$ cat src/drs_defines.svh
// Offsets, field positions, reset values and codes of the rate and status registers
`ifndef DRS_DEFINES_SVH
`define DRS_DEFINES_SVH
`define DRS_ADDR_W 4
`define DRS_OFF_RSVD_A 4'h8
`define DRS_OFF_RATE 4'h9
`define DRS_OFF_RSVD_B 4'ha
`define DRS_OFF_SYS_REV 4'hb
`define DRS_OFF_LINE_STAT 4'hc
`define DRS_OFF_LINE_REV 4'hd
`define DRS_RATE_RESET 3'h0
`define DRS_RATE_RSVD_CODE 3'h7
`define DRS_BIT_LINK_ERR 7
`define DRS_BIT_FRAME_LOCK 6
`define DRS_BIT_CAPABILITY 6
`define DRS_BIT_RX_GAIN 1
`define DRS_BIT_TX_ATTEN 0
`define DRS_SENSE_EXC_HI 5'h1e
`define DRS_LOOP_EXC_HI 4'he
`define DRS_SENSE_EXC_LO 5'h01
`define DRS_LOOP_EXC_LO 4'h1
`define DRS_SYS_REV_VALUE 4'h1
`define DRS_IN_SYNC_STAGES 3
`endif

$ cat src/drs_pkg.sv
// Types shared by the rate and status register block
package drs_pkg;
   // Converter sample rate choices
   typedef enum logic [2:0] {
      DRS_RATE_7200,
      DRS_RATE_8000,
      DRS_RATE_8229,
      DRS_RATE_8400,
      DRS_RATE_9000,
      DRS_RATE_9600,
      DRS_RATE_10286,
      DRS_RATE_RSVD
   } drs_rate_t;
endpackage

$ cat src/drs_regs.sv
// Rate select, link status, revision and legacy gain registers of the DAA system side
//
// What this block does
// Three-bit select picks one of seven rates
// Link failure sets sticky error bit seven
// Read-only bit six shows frame lock
// Off-hook loop current has two sense exceptions
// On-hook loop current is upper sense bits
// System-side revision read-only in bits 3:0
// Line-side revision read-only in bits 5:2
// Read-only capability bit at position six
// Legacy receive gain bit adds 6 dB
// Legacy transmit bit attenuates 3 dB
// Software keeps legacy transmit bit at zero
// Software keeps legacy receive bit at zero
// Reserved registers and bits read zero
// Only a written zero clears the error
//
// The implementer's own choice: the address-and-strobe port.
`timescale 1ns/1ps
`include "drs_defines.svh"
module drs_regs
   import drs_pkg::*;
#(
   parameter logic [3:0] SYS_REV = `DRS_SYS_REV_VALUE // Arbitrary revision value
) (
   input wire logic clk, // 25 MHz block clock
   input wire logic resetn, // Synchronous reset, active low
   input wire logic [3:0] reg_addr, // Register address
   input wire logic [7:0] reg_wdata, // Write data
   input wire logic reg_wr, // Write strobe
   input wire logic reg_rd, // Read strobe
   output logic [7:0] reg_rdata, // Read data, cycle after strobe
   input wire logic link_fail, // Link failure pulse, same domain
   input wire logic frame_lock_pin, // Frame lock level from link
   input wire logic [4:0] line_sense_field, // Line sense from line side
   input wire logic off_hook, // Off-hook state, same domain
   input wire logic [3:0] line_side_rev, // Line-side chip revision
   input wire logic line_side_capability, // Line-side capability bit
   output logic [2:0] rate_select, // Chosen sample rate code
   output logic rate_valid, // Rate code is not reserved
   output logic legacy_rx_gain, // 6 dB receive gain enable
   output logic legacy_tx_atten, // 3 dB transmit attenuation enable
   output logic link_error // Sticky link error flag
);
   logic [2:0] rate_q; // Rate select register
   logic rx_gain_q; // Legacy receive gain register
   logic tx_atten_q; // Legacy transmit attenuation register
   logic link_err_q; // Sticky error flag
   logic frame_lock_flag; // Synchronised frame lock
   logic [3:0] loop_current_value; // Decoded loop current
   logic [7:0] rdata_d; // Read mux result
   logic wr_rate; // Write hit on rate register
   logic wr_stat; // Write hit on status register
   logic wr_gain; // Write hit on gain register

   // Frame lock comes across the link boundary
   drs_sync u_lock_sync (
      .clk(clk),
      .resetn(resetn),
      .async_in(frame_lock_pin),
      .sync_out(frame_lock_flag)
   );

   // Loop current decode
   drs_loop_decode u_loop (
      .sense(line_sense_field),
      .off_hook(off_hook),
      .loop_current(loop_current_value)
   );

   // Address decode for writes
   assign wr_rate = reg_wr && (reg_addr == `DRS_OFF_RATE);
   assign wr_stat = reg_wr && (reg_addr == `DRS_OFF_LINE_STAT);
   assign wr_gain = reg_wr && (reg_addr == `DRS_OFF_LINE_REV);

   // Rate select register
   always_ff @(posedge clk) begin
      if (!resetn) begin
         rate_q <= `DRS_RATE_RESET;
      end else if (wr_rate) begin
         rate_q <= reg_wdata[2:0];
      end
   end

   // Rate outputs, reserved code flagged
   always_ff @(posedge clk) begin
      if (!resetn) begin
         rate_select <= `DRS_RATE_RESET;
         rate_valid <= 1'b1;
      end else begin
         rate_select <= rate_q;
         rate_valid <= (drs_rate_t'(rate_q) != DRS_RATE_RSVD);
      end
   end

   // Legacy gain bits; software is expected to leave them at zero
   always_ff @(posedge clk) begin
      if (!resetn) begin
         rx_gain_q <= 1'b0;
         tx_atten_q <= 1'b0;
      end else if (wr_gain) begin
         rx_gain_q <= reg_wdata[`DRS_BIT_RX_GAIN];
         tx_atten_q <= reg_wdata[`DRS_BIT_TX_ATTEN];
      end
   end

   // Gain controls driven to the analog paths
   always_ff @(posedge clk) begin
      if (!resetn) begin
         legacy_rx_gain <= 1'b0;
         legacy_tx_atten <= 1'b0;
      end else begin
         legacy_rx_gain <= rx_gain_q;
         legacy_tx_atten <= tx_atten_q;
      end
   end

   // Sticky error; failure wins over a clearing write
   always_ff @(posedge clk) begin
      if (!resetn) begin
         link_err_q <= 1'b0;
      end else if (link_fail) begin
         link_err_q <= 1'b1;
      end else if (wr_stat && !reg_wdata[`DRS_BIT_LINK_ERR]) begin
         link_err_q <= 1'b0;
      end
   end

   // Error flag output
   always_ff @(posedge clk) begin
      if (!resetn) begin
         link_error <= 1'b0;
      end else begin
         link_error <= link_err_q;
      end
   end

   // Read mux; unmapped and reserved locations return zero
   always_comb begin
      rdata_d = 8'h00;
      unique case (reg_addr)
         `DRS_OFF_RATE: begin
            rdata_d[2:0] = rate_q;
         end
         `DRS_OFF_SYS_REV: begin
            rdata_d[3:0] = SYS_REV;
         end
         `DRS_OFF_LINE_STAT: begin
            rdata_d[`DRS_BIT_LINK_ERR] = link_err_q;
            rdata_d[`DRS_BIT_FRAME_LOCK] = frame_lock_flag;
            rdata_d[3:0] = loop_current_value;
         end
         `DRS_OFF_LINE_REV: begin
            rdata_d[`DRS_BIT_CAPABILITY] = line_side_capability;
            rdata_d[5:2] = line_side_rev;
            rdata_d[`DRS_BIT_RX_GAIN] = rx_gain_q;
            rdata_d[`DRS_BIT_TX_ATTEN] = tx_atten_q;
         end
         default: begin
            rdata_d = 8'h00;
         end
      endcase
   end

   // Read data registered, valid only in the cycle after the strobe
   always_ff @(posedge clk) begin
      if (!resetn) begin
         reg_rdata <= 8'h00;
      end else if (reg_rd) begin
         reg_rdata <= rdata_d;
      end else begin
         reg_rdata <= 8'h00;
      end
   end
endmodule

$ cat src/drs_sync.sv
// Three-stage synchroniser with agreement filter for one outside level
`timescale 1ns/1ps
`include "drs_defines.svh"
module drs_sync (
   input wire logic clk, // Block clock
   input wire logic resetn, // Synchronous reset, active low
   input wire logic async_in, // Level from outside the domain
   output logic sync_out // Filtered level
);
   logic [`DRS_IN_SYNC_STAGES-1:0] stage_q; // Capture chain

   // Shift the outside level through the chain
   always_ff @(posedge clk) begin
      if (!resetn) begin
         stage_q <= '0;
      end else begin
         stage_q <= {stage_q[1:0], async_in};
      end
   end

   // Accept a change only once stages two and three agree
   always_ff @(posedge clk) begin
      if (!resetn) begin
         sync_out <= 1'b0;
      end else if (stage_q[1] == stage_q[2]) begin
         sync_out <= stage_q[2];
      end
   end
endmodule

$ cat src/drs_loop_decode.sv
// Loop current decode from the five-bit line sense field
`timescale 1ns/1ps
`include "drs_defines.svh"
module drs_loop_decode (
   input wire logic [4:0] sense, // Line sense field
   input wire logic off_hook, // Line is off-hook
   output logic [3:0] loop_current // Decoded loop current value
);
   // Off-hook applies the two exceptions, on-hook takes the upper bits
   always_comb begin
      loop_current = sense[4:1];
      if (off_hook) begin
         if (sense == `DRS_SENSE_EXC_HI) begin
            loop_current = `DRS_LOOP_EXC_HI;
         end else if (sense == `DRS_SENSE_EXC_LO) begin
            loop_current = `DRS_LOOP_EXC_LO;
         end
      end
   end
endmodule

$ cat config.mk
export PLATFORM = sky130hd
export DESIGN_NAME = drs_regs
export DESIGN_NICKNAME = d
export VERILOG_FILES = /design/src/drs_pkg.sv /design/src/drs_regs.sv /design/src/drs_sync.sv /design/src/drs_loop_decode.sv
export VERILOG_INCLUDE_DIRS = /design/src /design/src/src
export SDC_FILE = /design/constraint.sdc
export NUM_CORES = 1
export LEC_CHECK = 0
export BUFFER_PORTS_ARGS = -buffer_cell sky130_fd_sc_hd__buf_2
export CORE_MARGIN = 10
export CORE_UTILIZATION = 40
export DETAILED_ROUTE_END_ITERATION = 10
export GPL_ROUTABILITY_DRIVEN = 0
export GPL_TIMING_DRIVEN = 0
export HOLD_SLACK_MARGIN = 0.15
export PLACE_DENSITY = 0.74
export SYNTH_ARGS = -nofsm -noshare
export SYNTH_HDL_FRONTEND = slang
export SYNTH_SLANG_ARGS = --single-unit
$ cat constraint.sdc
create_clock -name clk -period 1.1 [get_ports clk]
set_input_delay 0.22 -clock clk [delete_from_list [all_inputs] [get_ports clk]]
set_output_delay 0.22 -clock clk [all_outputs]
set_load 0.1 [all_outputs]
==> flow_metrics.py <==
metrics = {
    "clocking": {
        "cts_htree_levels": 1,
        "cts_tree": "built",
        "ctsLongestPathBuffers": 2,
        "clk_latency_ns": 0.32,
        "clockRootBuffer": "clkbuf_4",
        "clock_pin_transition_on_the_worst_setup_and_hold_timing_paths_ns": 0.14,
        "clkSinkCount": 25,
        "cts-buffers-inserted": 3,
    },
    "setup_path": {
        "cpPeakStageDelay_ns": 0.38,
        "cp-end-kind": "output pin",
        "worst-path-buf-inv": 1,
        "critical_path_arrival_ns": 0.88,
        "worst_path_dominant_cell_family": "flip-flops",
        "critical_path.reg2reg.endpoint": "reg_rdata[0]",
        "setup.worst_path.class": "reg2out",
        "worstPathCellList": "buf_12",
        "rr_startpoint": "rate_q[0]",
        "critical_path_required_ns": 0.88,
        "r2r_slack_ns": 0.18,
        "crit_slowest_cell": "dfxtp_2",
        "ff2ff_path_depth": 4,
        "critPathMaxFanout": 1,
        "worstSetupStartpointType": "flop",
    },
    "routing": {
        "dr_total_vias": 838,
        "drt_iter0_markers": 16,
        "final_antenna_violating_net_count": 0,
        "drt-wirelength-per-cell_um": 15.95,
        "totalWireLength_um": 2695,
        "avgViaCountPerCell": 4.959,
        "drc": 0,
        "number_of_iterations_in_the_first_detailed_routing_pass": 4,
    },
    "synthesis": {
        "top_cell_type_by_total_area_after_synthesis": "dfxtp_1",
        "syn_area_um2": 949.7,
        "synthesis.yosys.warnings": 0,
        "synth_sequential_area_ratio": 0.5270,
        "yosys-top-cells-area": "dfxtp_1 53%, and2_1 7.2%, nor2b_1 4.6%, mux2i_1 4.2%, nand2_1 3.2%",
        "yosys_top_cell_area_share": 0.5270,
        "synthCells": 92,
        "synth_fp_nets": 121,
        "postSynthAreaPerCell_um2": 10.32,
        "netlist-cell-type-count": 24,
        "synth_seq_cells": 25,
    },
    "min_path": {
        "hold_path_end": "rate_q[2]",
        "worst_hold_startpoint": "reg_wdata[2]",
        "worst_hold_path_cells": 3,
        "worst_hold_path_type": "in2reg",
    },
    "global_route": {
        "globalRoute.totalOverflow": 0,
        "grt_start_max_net_pins": 17,
        "grt_first_pass_wirelength_um": 3939,
        "initial_antenna_violation_count": 0,
        "grt_use_total": 0.1106,
        "grt_pass1_vias": 832,
    },
    "floorplanning": {
        "die_h_um": 68.73,
        "die_x_um": 68.73,
        "start_util": 0.4252,
        "die_area_um2": 4723,
        "num_rows": 17,
        "design.core.area_um2": 2233,
        "io_pins": 44,
    },
    "finish": {
        "filler_cell_count": 177,
        "insertedDiodeCount": 0,
        "final-instance-count-excl-fill": 169,
        "fraction_of_final_layout_cells_with_drive_strength_greater_than_1": 0.4397,
        "register_area_um2": 519.2,
        "nNetsFinal": 171,
        "multi_input_area_um2": 431.7,
        "flow.area_growth_from_synthesis_pct": 60.87,
    },
    "pwr": {
        "total_leakage_power_nw": 0.6142,
        "power_frac_comb": 0.131,
        "internal_power_w": 0.001169,
        "netSwitchingPower_w": 0.0004031,
        "switching_share": 0.2564,
        "clkPwrFrac": 0.277,
        "pwr_density_cell_nw_per_um2": 1029,
        "seqPwrFrac": 0.591,
        "peakVddDrop_mv": 0.7916,
    },
    "placed_design": {
        "io_buffers": 37,
        "place.detailed.instances": 157,
        "post-dp-hpwl_um": 1810,
    },
    "timing": {
        "max_slew.worst_pin.slew_ns": 0.3811,
        "final_min_period_over_clock_period": 0.9983,
        "finalHoldViolations": 0,
        "fin_hold_ws_ns": 0.1591,
        "worst_slew_margin_rel": 0.7460,
        "max_freq_ghz": 0.9106,
        "timing.final.setup_violations": 0,
        "period_needed_ns": 1.098,
        "rsz0062_at_grt": "yes",
        "finClkSkew_ns": 0.001876,
        "slew_viol_final": 0,
    },
    "job": {
        "max_cap_viol_count": 0,
    },
    "outcome": {
        "run_status": "finished clean",
    },
}
-- metrics by stage --
stage / power (W) / utilization / instance area, um2 / setup TNS (ns) / worst slack (ns)
floorplan: 0.001041 / - / 970.9 / 0 / 0.008908
global placement: 0.001109 / 0.5333 / 1191 / -0.5044 / -0.08349
detailed placement: 0.001112 / 0.5333 / 1191 / -0.6661 / -0.1037
CTS: 0.001584 / 0.6751 / 1508 / 0 / 0.001064
global route: 0.001655 / 0.6840 / 1528 / -0.3883 / -0.04963
finish: 0.001572 / 0.6840 / 1528 / 0 / 0.001878
-- layout by cell type (no fill, tap or decap), drive strengths merged, types with 4 or more instances in the layout --
cell type | Yosys | layout
buf | 2 | 39
dfxtp | 25 | 25
and2 | 11 | 11
nand2 | 8 | 8
dlygate4sd3 | 0 | 8
nor2b | 7 | 7
nor2 | 5 | 5
clkbuf | 2 | 5
mux2i | 4 | 4
a21oi | 4 | 4
nand3 | 4 | 4
-- cells by family (layout without fill, tap and decap cells) --
| kind of cell | after synthesis | in the layout | share of synthesized area |
|---|---|---|---|
| AOI/OAI and AO/OA | 15 | 15 | 0.1067 |
| buffers and inverters | 4 | 53 | 0.01845 |
| DFF | 25 | 25 | 0.5270 |
| muxes | 4 | 4 | 0.04216 |
| and+or+nand+nor | 44 | 44 | 0.3057 |
-- flip-flops by register name, summed over array words and instances (netlist names) --
signal / count
reg_rdata: 8
rate_q: 3
rate_select: 3
u_lock_sync.stage_q: 3
legacy_rx_gain: 1
legacy_tx_atten: 1
link_err_q: 1
link_error: 1
rate_valid: 1
rx_gain_q: 1
tx_atten_q: 1
u_lock_sync.sync_out: 1
-- per-layer routing --
layer  wire (um)  track usage
met5           0            0
met4          14      0.03695
met2        1479       0.1947
met3         154      0.03221
met1        1046       0.1248
-- worst max-delay path by stage --
stage,startpoint,endpoint,slack (ns),cells past startpoint
global route,legacy_tx_atten,legacy_tx_atten,-0.05,1
floorplan,reg_addr[2],reg_rdata[4],0.009,5
CTS,reg_rdata[5],reg_rdata[5],0.001,1
global placement,reg_addr[1],rate_q[0],-0.08,5
detailed placement,reg_addr[1],rate_q[2],-0.10,5
finish,reg_rdata[4],reg_rdata[4],0.002,1
-- cells in the mapped netlist (all sizes together) --
master	count
nand4b	1
o21ai	2
a22oi	2
and4	1
clkbuf	2
nor4bb	1
and4bb	1
and2	11
buf	2
and4b	1
a21o	1
o2111ai	1
nand3	4
nand2	8
mux2i	4
nor3b	1
a21oi	4
nor2b	7
dfxtp	25
nand3b	3
o2bb2ai	2
a21boi	3
nor2	5
-- worst register-to-register path: cells and delay by family, from the launching register on --
kind	cells	cell delay, ns
compound gates	2	0.29
flops	1	0.39
simple gates	2	0.16
-- power by group through the flow --
stage | Combinational, W | Sequential (W) | Clock, W
6_report | 0.000207 | 0.000930 | 0.000436
5_1_grt | 0.000223 | 0.000932 | 0.000499
4_1_cts | 0.000202 | 0.000929 | 0.000453
3_5_place_dp | 0.000166 | 0.000946 | 0
3_3_place_gp | 0.000163 | 0.000946 | 0
2_1_floorplan | 0.0000608 | 0.000981 | 0
-- what timing repair did --
action / CTS / global route
hold buffers: 8 / 0
endpoints found under the setup margin: 15 / 15
setup buffers: 0 / 0
gates resized for setup: 56 / 4
pin swaps: 0 / 0
hold endpoints to repair: 7 / 0
-- layout make-up --
class | count | area share
repair buffers | 45 | 0.3210
clock inverters | 1 | 0.005733
flip-flops and latches | 25 | 0.3399
multi-input cells | 63 | 0.2826
clock buffers | 3 | 0.01474
plain buffers | 4 | 0.01310
well taps | 28 | 0.02293
No activity file was read; power rests on OpenSTA's default activity.
